<file path="src/rtl/rspc_pkg.sv">
package rspc_pkg;

   // ------------------------------------------------------------
   // Clock and reset timer
   // ------------------------------------------------------------
   localparam int CLK_MHZ = 100;
   localparam int RESET_TIMER_PERIOD_US = 18000;
   localparam int RESET_TIMER_CYCLES = RESET_TIMER_PERIOD_US * CLK_MHZ;
   localparam int TIMER_W = 21;
   localparam logic [TIMER_W-1:0] TIMER_RESET = 21'h000000;

   // ------------------------------------------------------------
   // Program counter
   // ------------------------------------------------------------
   localparam int PC_W = 11;
   localparam int INSTR_W = 12;
   localparam int PAGE_LSB = 9;
   localparam logic [PC_W-1:0] PC_MASK_512 = 11'h1ff;
   localparam logic [PC_W-1:0] PC_MASK_1K = 11'h3ff;
   localparam logic [PC_W-1:0] PC_MASK_2K = 11'h7ff;
   localparam logic [PC_W-1:0] PC_ZERO = 11'h000;
   localparam logic [INSTR_W-1:0] NO_OPERATION_INSTRUCTION = 12'h000;

   // Program memory size straps
   localparam logic [1:0] MEM_512 = 2'h0;
   localparam logic [1:0] MEM_1K = 2'h1;
   localparam logic [1:0] MEM_2K = 2'h2;

   // ------------------------------------------------------------
   // Instruction clock and data banking
   // ------------------------------------------------------------
   localparam logic [1:0] PHASE_RESET = 2'h0;
   localparam logic [1:0] PHASE_LAST = 2'h3;
   localparam logic [1:0] PHASE_PRE_LAST = 2'h2;
   localparam int BANK_LSB = 5;
   localparam logic [1:0] BANK_RESET = 2'h0;

   // ------------------------------------------------------------
   // Types
   // ------------------------------------------------------------
   typedef enum logic [1:0] {
      RSPC_ST_WAIT_MASTER_CLEAR_INPUT = 2'b00,
      RSPC_ST_COUNT = 2'b01,
      RSPC_ST_RUN = 2'b11
   } rspc_state_t;

   typedef struct packed {
      logic strobe;
      logic [PC_W-1:0] addr;
   } rspc_fetch_t;

   typedef struct packed {
      logic big_data;
      logic rc_mode;
      logic [1:0] mem_sel;
   } rspc_strap_t;

endpackage

</file>
<file path="src/rtl/rspc_top.sv">
`timescale 1ns/10ps
`default_nettype none

module rspc_top
   import rspc_pkg::*;
#(
   parameter int P_TIMER_CYCLES = RESET_TIMER_CYCLES
)
(
   input wire logic i_mclk,
   input wire logic i_sys_rst,
   input wire logic i_master_clear_input,
   input wire rspc_strap_t i_strap,
   input wire logic [INSTR_W-1:0] i_fetch_word,
   input wire logic i_pc_load,
   input wire logic [PAGE_LSB-1:0] i_load_addr,
   input wire logic [1:0] i_status_page,
   input wire logic [7:0] i_file_select_pointer,
   output logic o_chip_reset,
   output logic o_instruction_clock_output,
   output rspc_fetch_t o_fetch,
   output logic [1:0] o_bank
);

   // ------------------------------------------------------------
   // Functions
   // ------------------------------------------------------------
   // Width per size
   function automatic logic [PC_W-1:0] f_mask(input logic [1:0] sel);
      return (sel == MEM_512) ? PC_MASK_512
         : (sel == MEM_1K) ? PC_MASK_1K : PC_MASK_2K;
   endfunction
   function automatic logic [PC_W-1:0] f_wrap(input logic [PC_W-1:0] a,
                                              input logic [1:0] sel);
      return a & f_mask(sel);
   endfunction

   // ------------------------------------------------------------
   // Pin synchronisers
   // ------------------------------------------------------------
   logic master_clear_input_meta_q;
   logic master_clear_input_s_q;
   rspc_strap_t strap_meta_q;
   rspc_strap_t strap_s_q;

   always_ff @(posedge i_mclk)
   begin
      master_clear_input_meta_q <= i_master_clear_input;
      master_clear_input_s_q <= master_clear_input_meta_q;
      strap_meta_q <= i_strap;
      strap_s_q <= strap_meta_q;
   end

   // ------------------------------------------------------------
   // Reset latch and reset timer
   // ------------------------------------------------------------
   rspc_state_t state_q;
   rspc_state_t state_d;
   logic [TIMER_W-1:0] timer_q;
   logic [TIMER_W-1:0] timer_d;
   logic timer_done;

   assign timer_done = (timer_q == TIMER_W'(P_TIMER_CYCLES - 1));

   always_comb
   begin
      state_d = state_q;
      timer_d = timer_q;
      unique case (state_q)
         RSPC_ST_WAIT_MASTER_CLEAR_INPUT:
         begin
            timer_d = TIMER_RESET;
            if (master_clear_input_s_q)
            begin
               state_d = RSPC_ST_COUNT;
            end
         end
         RSPC_ST_COUNT:
         begin
            timer_d = timer_q + TIMER_W'(1);
            if (!master_clear_input_s_q)
            begin
               state_d = RSPC_ST_WAIT_MASTER_CLEAR_INPUT;
               timer_d = TIMER_RESET;
            end
            else if (timer_done)
            begin
               state_d = RSPC_ST_RUN;
               timer_d = TIMER_RESET;
            end
         end
         RSPC_ST_RUN:
         begin
            if (!master_clear_input_s_q)
            begin
               state_d = RSPC_ST_WAIT_MASTER_CLEAR_INPUT;
            end
         end
         default:
         begin
            state_d = RSPC_ST_WAIT_MASTER_CLEAR_INPUT;
            timer_d = TIMER_RESET;
         end
      endcase
   end

   always_ff @(posedge i_mclk)
   begin
      if (i_sys_rst)
      begin
         state_q <= RSPC_ST_WAIT_MASTER_CLEAR_INPUT;
         timer_q <= TIMER_RESET;
      end
      else
      begin
         state_q <= state_d;
         timer_q <= timer_d;
      end
   end

   assign o_chip_reset = (state_q != RSPC_ST_RUN);

   // ------------------------------------------------------------
   // Instruction clock
   // ------------------------------------------------------------
   logic [1:0] phase_q;
   logic [1:0] phase_d;
   logic instruction_clock_output_q;
   logic instruction_clock_output_d;

   always_comb
   begin
      phase_d = phase_q + 2'h1;
      instruction_clock_output_d = strap_s_q.rc_mode & phase_d[1];
   end

   always_ff @(posedge i_mclk)
   begin
      if (i_sys_rst)
      begin
         phase_q <= PHASE_RESET;
         instruction_clock_output_q <= 1'b0;
      end
      else
      begin
         phase_q <= phase_d;
         instruction_clock_output_q <= instruction_clock_output_d;
      end
   end

   assign o_instruction_clock_output = instruction_clock_output_q;

   // ------------------------------------------------------------
   // Program counter
   // ------------------------------------------------------------
   logic [1:0] size_q;
   logic [1:0] size_d;
   logic [PC_W-1:0] pc_q;
   logic [PC_W-1:0] pc_d;
   logic fetch_q;
   logic fetch_d;
   logic [1:0] bank_q;
   logic [1:0] bank_d;

   always_comb
   begin
      size_d = size_q;
      pc_d = pc_q;
      fetch_d = (state_q == RSPC_ST_RUN) && (phase_q == PHASE_PRE_LAST);
      bank_d = BANK_RESET;
      if (state_q != RSPC_ST_RUN)
      begin
         size_d = strap_s_q.mem_sel;
         pc_d = f_mask(size_d);
      end
      else if (fetch_q)
      begin
         if (i_pc_load)
         begin
            pc_d = f_wrap({i_status_page, i_load_addr}, size_q);
         end
         else
         begin
            pc_d = f_wrap(pc_q + PC_W'(1), size_q);
         end
      end
      if (strap_s_q.big_data)
      begin
         bank_d = i_file_select_pointer[BANK_LSB+1:BANK_LSB];
      end
   end

   always_ff @(posedge i_mclk)
   begin
      if (i_sys_rst)
      begin
         size_q <= MEM_2K;
         pc_q <= PC_MASK_2K;
         fetch_q <= 1'b0;
         bank_q <= BANK_RESET;
      end
      else
      begin
         size_q <= size_d;
         pc_q <= pc_d;
         fetch_q <= fetch_d;
         bank_q <= bank_d;
      end
   end

   assign o_fetch = {fetch_q, pc_q};
   assign o_bank = bank_q;

   // ------------------------------------------------------------
   // Assertions
   // ------------------------------------------------------------
   property p_por_sets_latch;
      @(posedge i_mclk)
      i_sys_rst |=> o_chip_reset && (timer_q == TIMER_RESET);
   endproperty
   a_por_sets_latch: assert property (p_por_sets_latch)
      else $error("Power-up did not set latch and clear timer");
   property p_timer_idle;
      @(posedge i_mclk) disable iff (i_sys_rst)
      (state_q == RSPC_ST_WAIT_MASTER_CLEAR_INPUT) && !master_clear_input_s_q
      |=> (timer_q == TIMER_RESET) && o_chip_reset;
   endproperty
   a_timer_idle: assert property (p_timer_idle)
      else $error("Reset timer moved while master clear low");
   property p_timeout_release;
      @(posedge i_mclk) disable iff (i_sys_rst)
      (state_q == RSPC_ST_COUNT) && timer_done && master_clear_input_s_q
      |=> !o_chip_reset ##0 $fell(o_chip_reset);
   endproperty
   a_timeout_release: assert property (p_timeout_release)
      else $error("Latch not released at time-out");
   property p_early_hold;
      @(posedge i_mclk) disable iff (i_sys_rst)
      (state_q == RSPC_ST_COUNT) && !timer_done |=> o_chip_reset;
   endproperty
   a_early_hold: assert property (p_early_hold)
      else $error("Latch released before time-out");
   property p_run_stays;
      @(posedge i_mclk) disable iff (i_sys_rst)
      !o_chip_reset && master_clear_input_s_q |=> !o_chip_reset;
   endproperty
   a_run_stays: assert property (p_run_stays)
      else $error("Internal reset without power-up or master clear");
   property p_instruction_clock_output_div4;
      @(posedge i_mclk) disable iff (i_sys_rst)
      strap_s_q.rc_mode[*2] ##1 $rose(o_instruction_clock_output)
      && strap_s_q.rc_mode ##1 strap_s_q.rc_mode[*3]
      |-> $past(o_instruction_clock_output, 2)
      && !$past(o_instruction_clock_output) && !o_instruction_clock_output;
   endproperty
   a_instruction_clock_output_div4: assert property (p_instruction_clock_output_div4)
      else $error("Instruction clock not oscillator over four");
   property p_pc_in_range;
      @(posedge i_mclk) disable iff (i_sys_rst)
      (pc_q & ~f_mask(size_q)) == PC_ZERO;
   endproperty
   a_pc_in_range: assert property (p_pc_in_range)
      else $error("Program counter beyond memory width");
   property p_wrap_top;
      @(posedge i_mclk) disable iff (i_sys_rst)
      fetch_q && !o_chip_reset && !i_pc_load && pc_q == f_mask(size_q)
      |=> pc_q == PC_ZERO;
   endproperty
   a_wrap_top: assert property (p_wrap_top)
      else $error("Top address did not wrap to zero");
   property p_vector_in_reset;
      @(posedge i_mclk) disable iff (i_sys_rst)
      o_chip_reset ##1 o_chip_reset |-> pc_q == f_mask(size_q);
   endproperty
   a_vector_in_reset: assert property (p_vector_in_reset)
      else $error("Program counter not at reset vector");
   property p_nop_restart;
      @(posedge i_mclk) disable iff (i_sys_rst)
      fetch_q && !o_chip_reset && !i_pc_load
      && i_fetch_word == NO_OPERATION_INSTRUCTION && pc_q == f_mask(size_q)
      |=> pc_q == PC_ZERO ##3 o_fetch.strobe && o_fetch.addr == PC_ZERO;
   endproperty
   a_nop_restart: assert property (p_nop_restart)
      else $error("No-operation at vector did not restart at zero");
   property p_page_load;
      @(posedge i_mclk) disable iff (i_sys_rst)
      fetch_q && !o_chip_reset && i_pc_load
      |=> pc_q == f_wrap({$past(i_status_page), $past(i_load_addr)}, size_q);
   endproperty
   a_page_load: assert property (p_page_load)
      else $error("Paged load gave wrong address");
   property p_bank;
      @(posedge i_mclk) disable iff (i_sys_rst)
      strap_s_q.big_data
      |=> o_bank == $past(i_file_select_pointer[BANK_LSB+1:BANK_LSB]);
   endproperty
   a_bank: assert property (p_bank)
      else $error("Bank not taken from pointer bits");
   property p_no_fetch_in_reset;
      @(posedge i_mclk) disable iff (i_sys_rst)
      o_chip_reset |=> !o_fetch.strobe;
   endproperty
   a_no_fetch_in_reset: assert property (p_no_fetch_in_reset)
      else $error("Fetch while reset latch set");

   c_release: cover property (@(posedge i_mclk) disable iff (i_sys_rst)
      $fell(o_chip_reset));
   c_nop_wrap: cover property (@(posedge i_mclk) disable iff (i_sys_rst)
      fetch_q && pc_q == f_mask(size_q) ##1 pc_q == PC_ZERO);
   c_page_load: cover property (@(posedge i_mclk) disable iff (i_sys_rst)
      fetch_q && i_pc_load && i_status_page != 2'h0);
   c_instruction_clock_output: cover property (@(posedge i_mclk) disable iff (i_sys_rst)
      $rose(o_instruction_clock_output));

endmodule

`default_nettype wire

</file>
<file path="config.mk">
export PLATFORM = sky130hd
export DESIGN_NAME = rspc_top
export DESIGN_NICKNAME = d
export VERILOG_FILES = /design/src/rtl/rspc_pkg.sv /design/src/rtl/rspc_top.sv
export SDC_FILE = /design/constraint.sdc
export NUM_CORES = 1
export LEC_CHECK = 0
export ABC_CLOCK_PERIOD_IN_PS = 3200
export BUFFER_PORTS_ARGS = -buffer_cell sky130_fd_sc_hd__buf_4
export CORE_MARGIN = 8
export CORE_UTILIZATION = 30
export CTS_BUF_LIST = sky130_fd_sc_hd__clkbuf_16
export DETAILED_ROUTE_END_ITERATION = 12
export GPL_ROUTABILITY_DRIVEN = 0
export PLACE_DENSITY_LB_ADDON = 0.1
export RECOVER_POWER = 50
export SLEW_MARGIN = 10
export SYNTH_ARGS = -nofsm -noshare
export SYNTH_HDL_FRONTEND = slang
export SYNTH_SLANG_ARGS = --single-unit
</file>
<file path="constraint.sdc">
create_clock -name i_mclk -period 3.2 [get_ports i_mclk]
set_clock_uncertainty 0.15 [all_clocks]
set_input_delay 0 -clock i_mclk [delete_from_list [all_inputs] [get_ports i_mclk]]
set_output_delay 0 -clock i_mclk [all_outputs]
set_load 0.05 [all_outputs]
</file>
Word-level counts from Yosys, hierarchy flattened:

Cells that the tools add are included.

* register bits after elaboration: 52
* bits of input ports: 39
* output and inout port bits: 16
* word-level logic and storage cells: 55

* add/subtract/negate cells: 3
* equal/unequal tests: 10
* muxes and demuxes: 15
* bitwise operators: 4
* reductions and logical operators: 7

Operators by type and width (count)
* $mux 11: 7
* $mux 21: 2
* $pmux 21 s2: 1
* $and 11x11->11: 2
* $add 21x1->21 const B: 1
* $eq 21x21->1 const B: 1
* $add 11x1->11 const B: 1
* $mux 2: 4
* $eq 2x1->1 const B: 3
* $logic_not 2->1: 3
* $ne 2x2->1 const B: 3
* $pmux 2 s3: 1
* $eq 2x2->1 const B: 2
* $ne 3x3->1 const B: 1
* $reduce_and 3->1: 1
* $add 2x1->2 const B: 1
* $reduce_bool 2->1: 1
* $reduce_or 2->1: 1
* $and 1x1->1: 1
* $logic_and 1x1->1: 1
* $not 1->1: 1

Depth between registers and ports, before layout:

* depth in word-level cells: 7
* mapped depth: 8
* depth with buffers taken out: 6

Worst setup path after synthesis:

Ideal clock, no wire load.

* path kind: register to register
* start point: register pc_q[0]
* end point: register pc_q[10]
* setup time: 0.160 ns
* arrival time: 1.715 ns
* data required time: 2.890 ns
* path slack: 1.175 ns
* stages on the path, launching flop included: 7
* path buffers: 0
* period minus slack after synthesis: 2.025 ns
* cells stage by stage: dfxtp_1 -> ha_1 -> nand2_1 -> nor4_1 -> xnor2_1 -> o211ai_1 -> a21boi_0

* cells in the longest elaborated chain, start to end: 5

RTL lines
* from (decl): line rspc_top.sv:158 `logic [PC_W-1:0] pc_q;`
* from (signal assigned): line rspc_top.sv:205 `pc_q <= pc_d;`
* $add 11x1->11: line rspc_top.sv:184 `pc_d = f_wrap(pc_q + PC_W'(1), size_q);`
* $and 11x11->11: line rspc_top.sv:35 `return a & f_mask(sel);`
* $mux 11: line rspc_top.sv:178 `if (i_pc_load)`
* $mux 11: line rspc_top.sv:176 `else if (fetch_q)`
* $mux 11: line rspc_top.sv:171 `if (state_q != RSPC_ST_RUN)`

No other way between the ends. The select of a mux whose other input is x is not followed.
A chain may end at the register's enable or synchronous reset.

Worst setup path after layout:

* start point: register timer_q[0]
* end point: register timer_q[20]

* cells in the longest elaborated chain, start to end: 4
* elaborated cells on any way between the ends: 5
* classes of those cells: 1 x add/sub; 1 x eq/ne; 3 x mux

RTL lines
* from (decl): line rspc_top.sv:59 `logic [TIMER_W-1:0] timer_q;`
* from (signal assigned): line rspc_top.sv:117 `timer_q <= timer_d;`
* $add 21x1->21 or $eq 21x21->1 (tied branches): line rspc_top.sv:80, rspc_top.sv:63
* $mux 21 *: line rspc_top.sv:86 `else if (timer_done)`
* $mux 21 *: line rspc_top.sv:81 `if (!master_clear_input_s_q)`
* $pmux 21 s2 *: line rspc_top.sv:69 `unique case (state_q)`

Every way passes the cells marked *; elsewhere a longest branch is shown, timed or not.

==> qor.csv <==
stage,metric,value,unit
die,Die H,104,um
yosys,sequential share of the synthesized area,44.6,%
sta,Worst Tran Pin Value,0.748,ns
die,die area,10900,sq um
routing,Detailed Route WL,5600,um
yosys,library cells used by synthesis,50,
clock_tree,clock buffer count from CTS,5,
routing,WL per Instance,13.3,um
clock_tree,CTS H-tree depth,2,
critical_path,worst reg2reg endpoint,timer_q[20],
clock_tree,worst-skew pair later-pin latency,0.29,ns
global_routing,total congestion overflow,0,
sta,setup TNS,0,ns
job,Max Cap Viol,0,
sta,max-slew violation count,0,
global_routing,largest net degree at the start of global routing,26,
critical_path,slowest CP cell,a211oi_2,
critical_path,RR Startpoint,timer_q[0],
critical_path,Crit path arrival time,2.32,ns
global_routing,GRT Overall Usage,10.3,%
cells_and_area,footprint of the multi-input gates,1210,sq um
sta,hold_ws,0.00675,ns
routing,TritonRoute pass-1 iters,4,
sta,Fmax achieved,0.444,GHz
placement,DP Wirelength,3880,um
placement,Placement Cell Area,2690,sq um
sta,RSZ-0062 raised after global routing,false,
clock_tree,clk sink count,52,
critical_path,Crit Path Max Fanout,25,
yosys,Main synth FF type,dfxtp_1,
clock_tree,post-cts resize count,0,
yosys,Synth Net Count,310,
cells_and_area,design area,2970,sq um
sta,period utilisation layout,70.5,%
sta,Worst slew margin,50.1,%
critical_path,Worst EP required,3.27,ns
global_routing,first-pass GRT wire length,9520,um
clock_tree,Post-CTS Setup Bufs,0,
sta,final setup vio count,0,
critical_path,CP startpoint kind,flip-flop,
die,core area,7650,sq um
clock_tree,Bufs on Longest Clock Path,2,
critical_path,crit-path cells,ha_1 > and3_1 > and4b_4 > a211oi_2 > buf_12 > a41oi_1 > a31oi_1,
yosys,Netlist Area Pre-Place,2340,sq um
clock_tree,clock root buffer,clkbuf_16,
die,starting density of the core,30.5,%
die,chip width,104,um
worst_hold_path,hold_sp,i_load_addr[6],
cells_and_area,Final Net Count,361,
die,Core Rows,32,
clock_tree,CTS tree,done,
yosys,Mapped Cells,268,
critical_path,Max stage delay on crit path,0.51,ns
cells_and_area,Register Area,1040,sq um
cells_and_area,Fillers,776,
worst_hold_path,Hold EP,pc_q[6],
critical_path,flop-to-flop setup slack,0.95,ns
cells_and_area,share of cells above drive strength 1,11.9,%
power,P_leak,1.15,nW
clock_tree,Hold Buf Count CTS,19,
power,VDD IR max,0.268,mV
worst_hold_path,worst hold path type,in -> reg,
routing,via count,2075,
routing,Detail Route Antenna Nets,0,
cells_and_area,Area Growth Syn to Fin,27.0,%
critical_path,critical path endpoint category,flip-flop,
status,run status,completed,
cells_and_area,Finished Core Util,38.8,%
die,num ports,55,
routing,Iter 0 DRT Violations,84,
global_routing,vias in the first global route,1910,
yosys,"EDFF count, synth",0,
yosys,Async SR Flop Fraction,0,%
power,PD cells,443,nW/um^2
cells_and_area,"commonest cells after routing, fill and taps aside","dfxtp_1 (52), nand2_1 (35), nor2_1 (22)",
critical_path,crit path kind,reg -> reg,
worst_hold_path,Hold Path Depth,4,
global_routing,antenna violations before repair,0,
cells_and_area,ANT cells,0,
clock_tree,"CTS clk-pin slew, worst paths",0.07,ns
critical_path,R2R depth,7,
yosys,register bit total from synthesis,52,
sta,Final min period,2.25,ns
placement,Port Buf Inserts,36,
yosys,syn_area_per_cell,8.72,sq um
power,Final Power,1.31,mW
routing,vias per inst,4.92,
routing,DRC,0,
yosys,Synth warnings,0,
sta,Final Hold Vio Count,0,
cells_and_area,"leading cell type in the layout, fill and taps excluded",dfxtp_1,
through the flow:
| step | std cells | setup WS [ns] |
|---|---|---|
| detailed placement | 395 | 0.956 |
| floorplan | 268 | 1.18 |
| CTS | 422 | 0.935 |
| finish | 422 | 0.946 |
| global route | 422 | 0.772 |
| global placement | 395 | 0.959 |
cells in the mapped netlist (all sizes together), types with 3 or more instances:
cell type  number  share of area, %
dfxtp          52                45
xnor2           3               1.1
clkbuf          6              0.96
inv             3              0.48
nor3            5               1.3
buf             7               2.2
nand2b          3              0.80
ha              3               1.6
and2            4               1.1
nand3          19               4.3
a32oi           3               1.1
a31oi          12               3.2
a21oi          18               3.9
a22o            4               1.5
and3            9               2.4
xor2            3               1.1
a221o           4               1.7
mux2i           5               2.1
nand2          35               5.6
o21ai          12               2.6
o211ai          3              0.96
nand4           5               1.3
nor2           22               3.5
nor4            3               1.7
per-layer routing:
layer  track usage [%]  vias up  part of all wire [%]
met1              13.7      971                    51
met4              2.48        0                  0.82
li1                  -     1079                     -
met2              16.1       21                    45
met3              2.79        4                   3.3
met5                 0        -                     0
cell families (layout without fill, tap and decap cells):
family / Yosys count / after routing / synth area share, %
flip-flops: 52 / 52 / 44.6
AND/OR/NAND/NOR: 115 / 115 / 25.8
adder cells (fa/ha/maj): 3 / 3 / 1.61
AO/OA/AOI/OAI: 70 / 70 / 19.8
XOR/XNOR: 6 / 6 / 2.25
multiplexers: 5 / 5 / 2.14
buffers and inverters: 17 / 69 / 3.80
sequential cells by signal, summed over array words and instances, names as in the netlist:
register / flops
phase_q: 2
o_bank: 2
pc_q: 11
timer_q: 21
fetch_q: 1
strap_meta_q: 4
state_q: 2
o_instruction_clock_output: 1
size_q: 2
strap_s_q: 4
master_clear_input_meta_q: 1
master_clear_input_s_q: 1
power breakdown:
group | internal [mW] | switching [mW] | total, mW
sequential | 0.661 | 0.00771 | 0.669
combinational | 0.0435 | 0.0398 | 0.0833
clock | 0.302 | 0.261 | 0.563
layout make-up:
type,instances,share of cell area [%]
repair buffers,57,14.3
multi-input cells,199,40.6
clock inverters,3,0.970
clock buffers,5,4.22
well taps,102,4.30
inverters,4,0.506
flip-flops and latches,52,35.1
worst max-delay path by stage:
stage,start,to,slack (ns),cells past startpoint
floorplan,pc_q[0],pc_q[10],1.18,6
global placement,timer_q[0],timer_q[20],0.96,7
detailed placement,timer_q[0],timer_q[20],0.96,7
CTS,timer_q[0],timer_q[20],0.93,7
global route,timer_q[0],timer_q[16],0.77,7
finish,timer_q[0],timer_q[20],0.95,7
worst max-delay path, delay by kind of cell (launching register included):
family,cells,cell delay (ns)
AOI/OAI and AO/OA,3,0.78
adders and majority gates,1,0.24
buffers and inverters,1,0.24
DFF,1,0.35
and+or+nand+nor,2,0.42
Power figures use the tool's default switching activity.
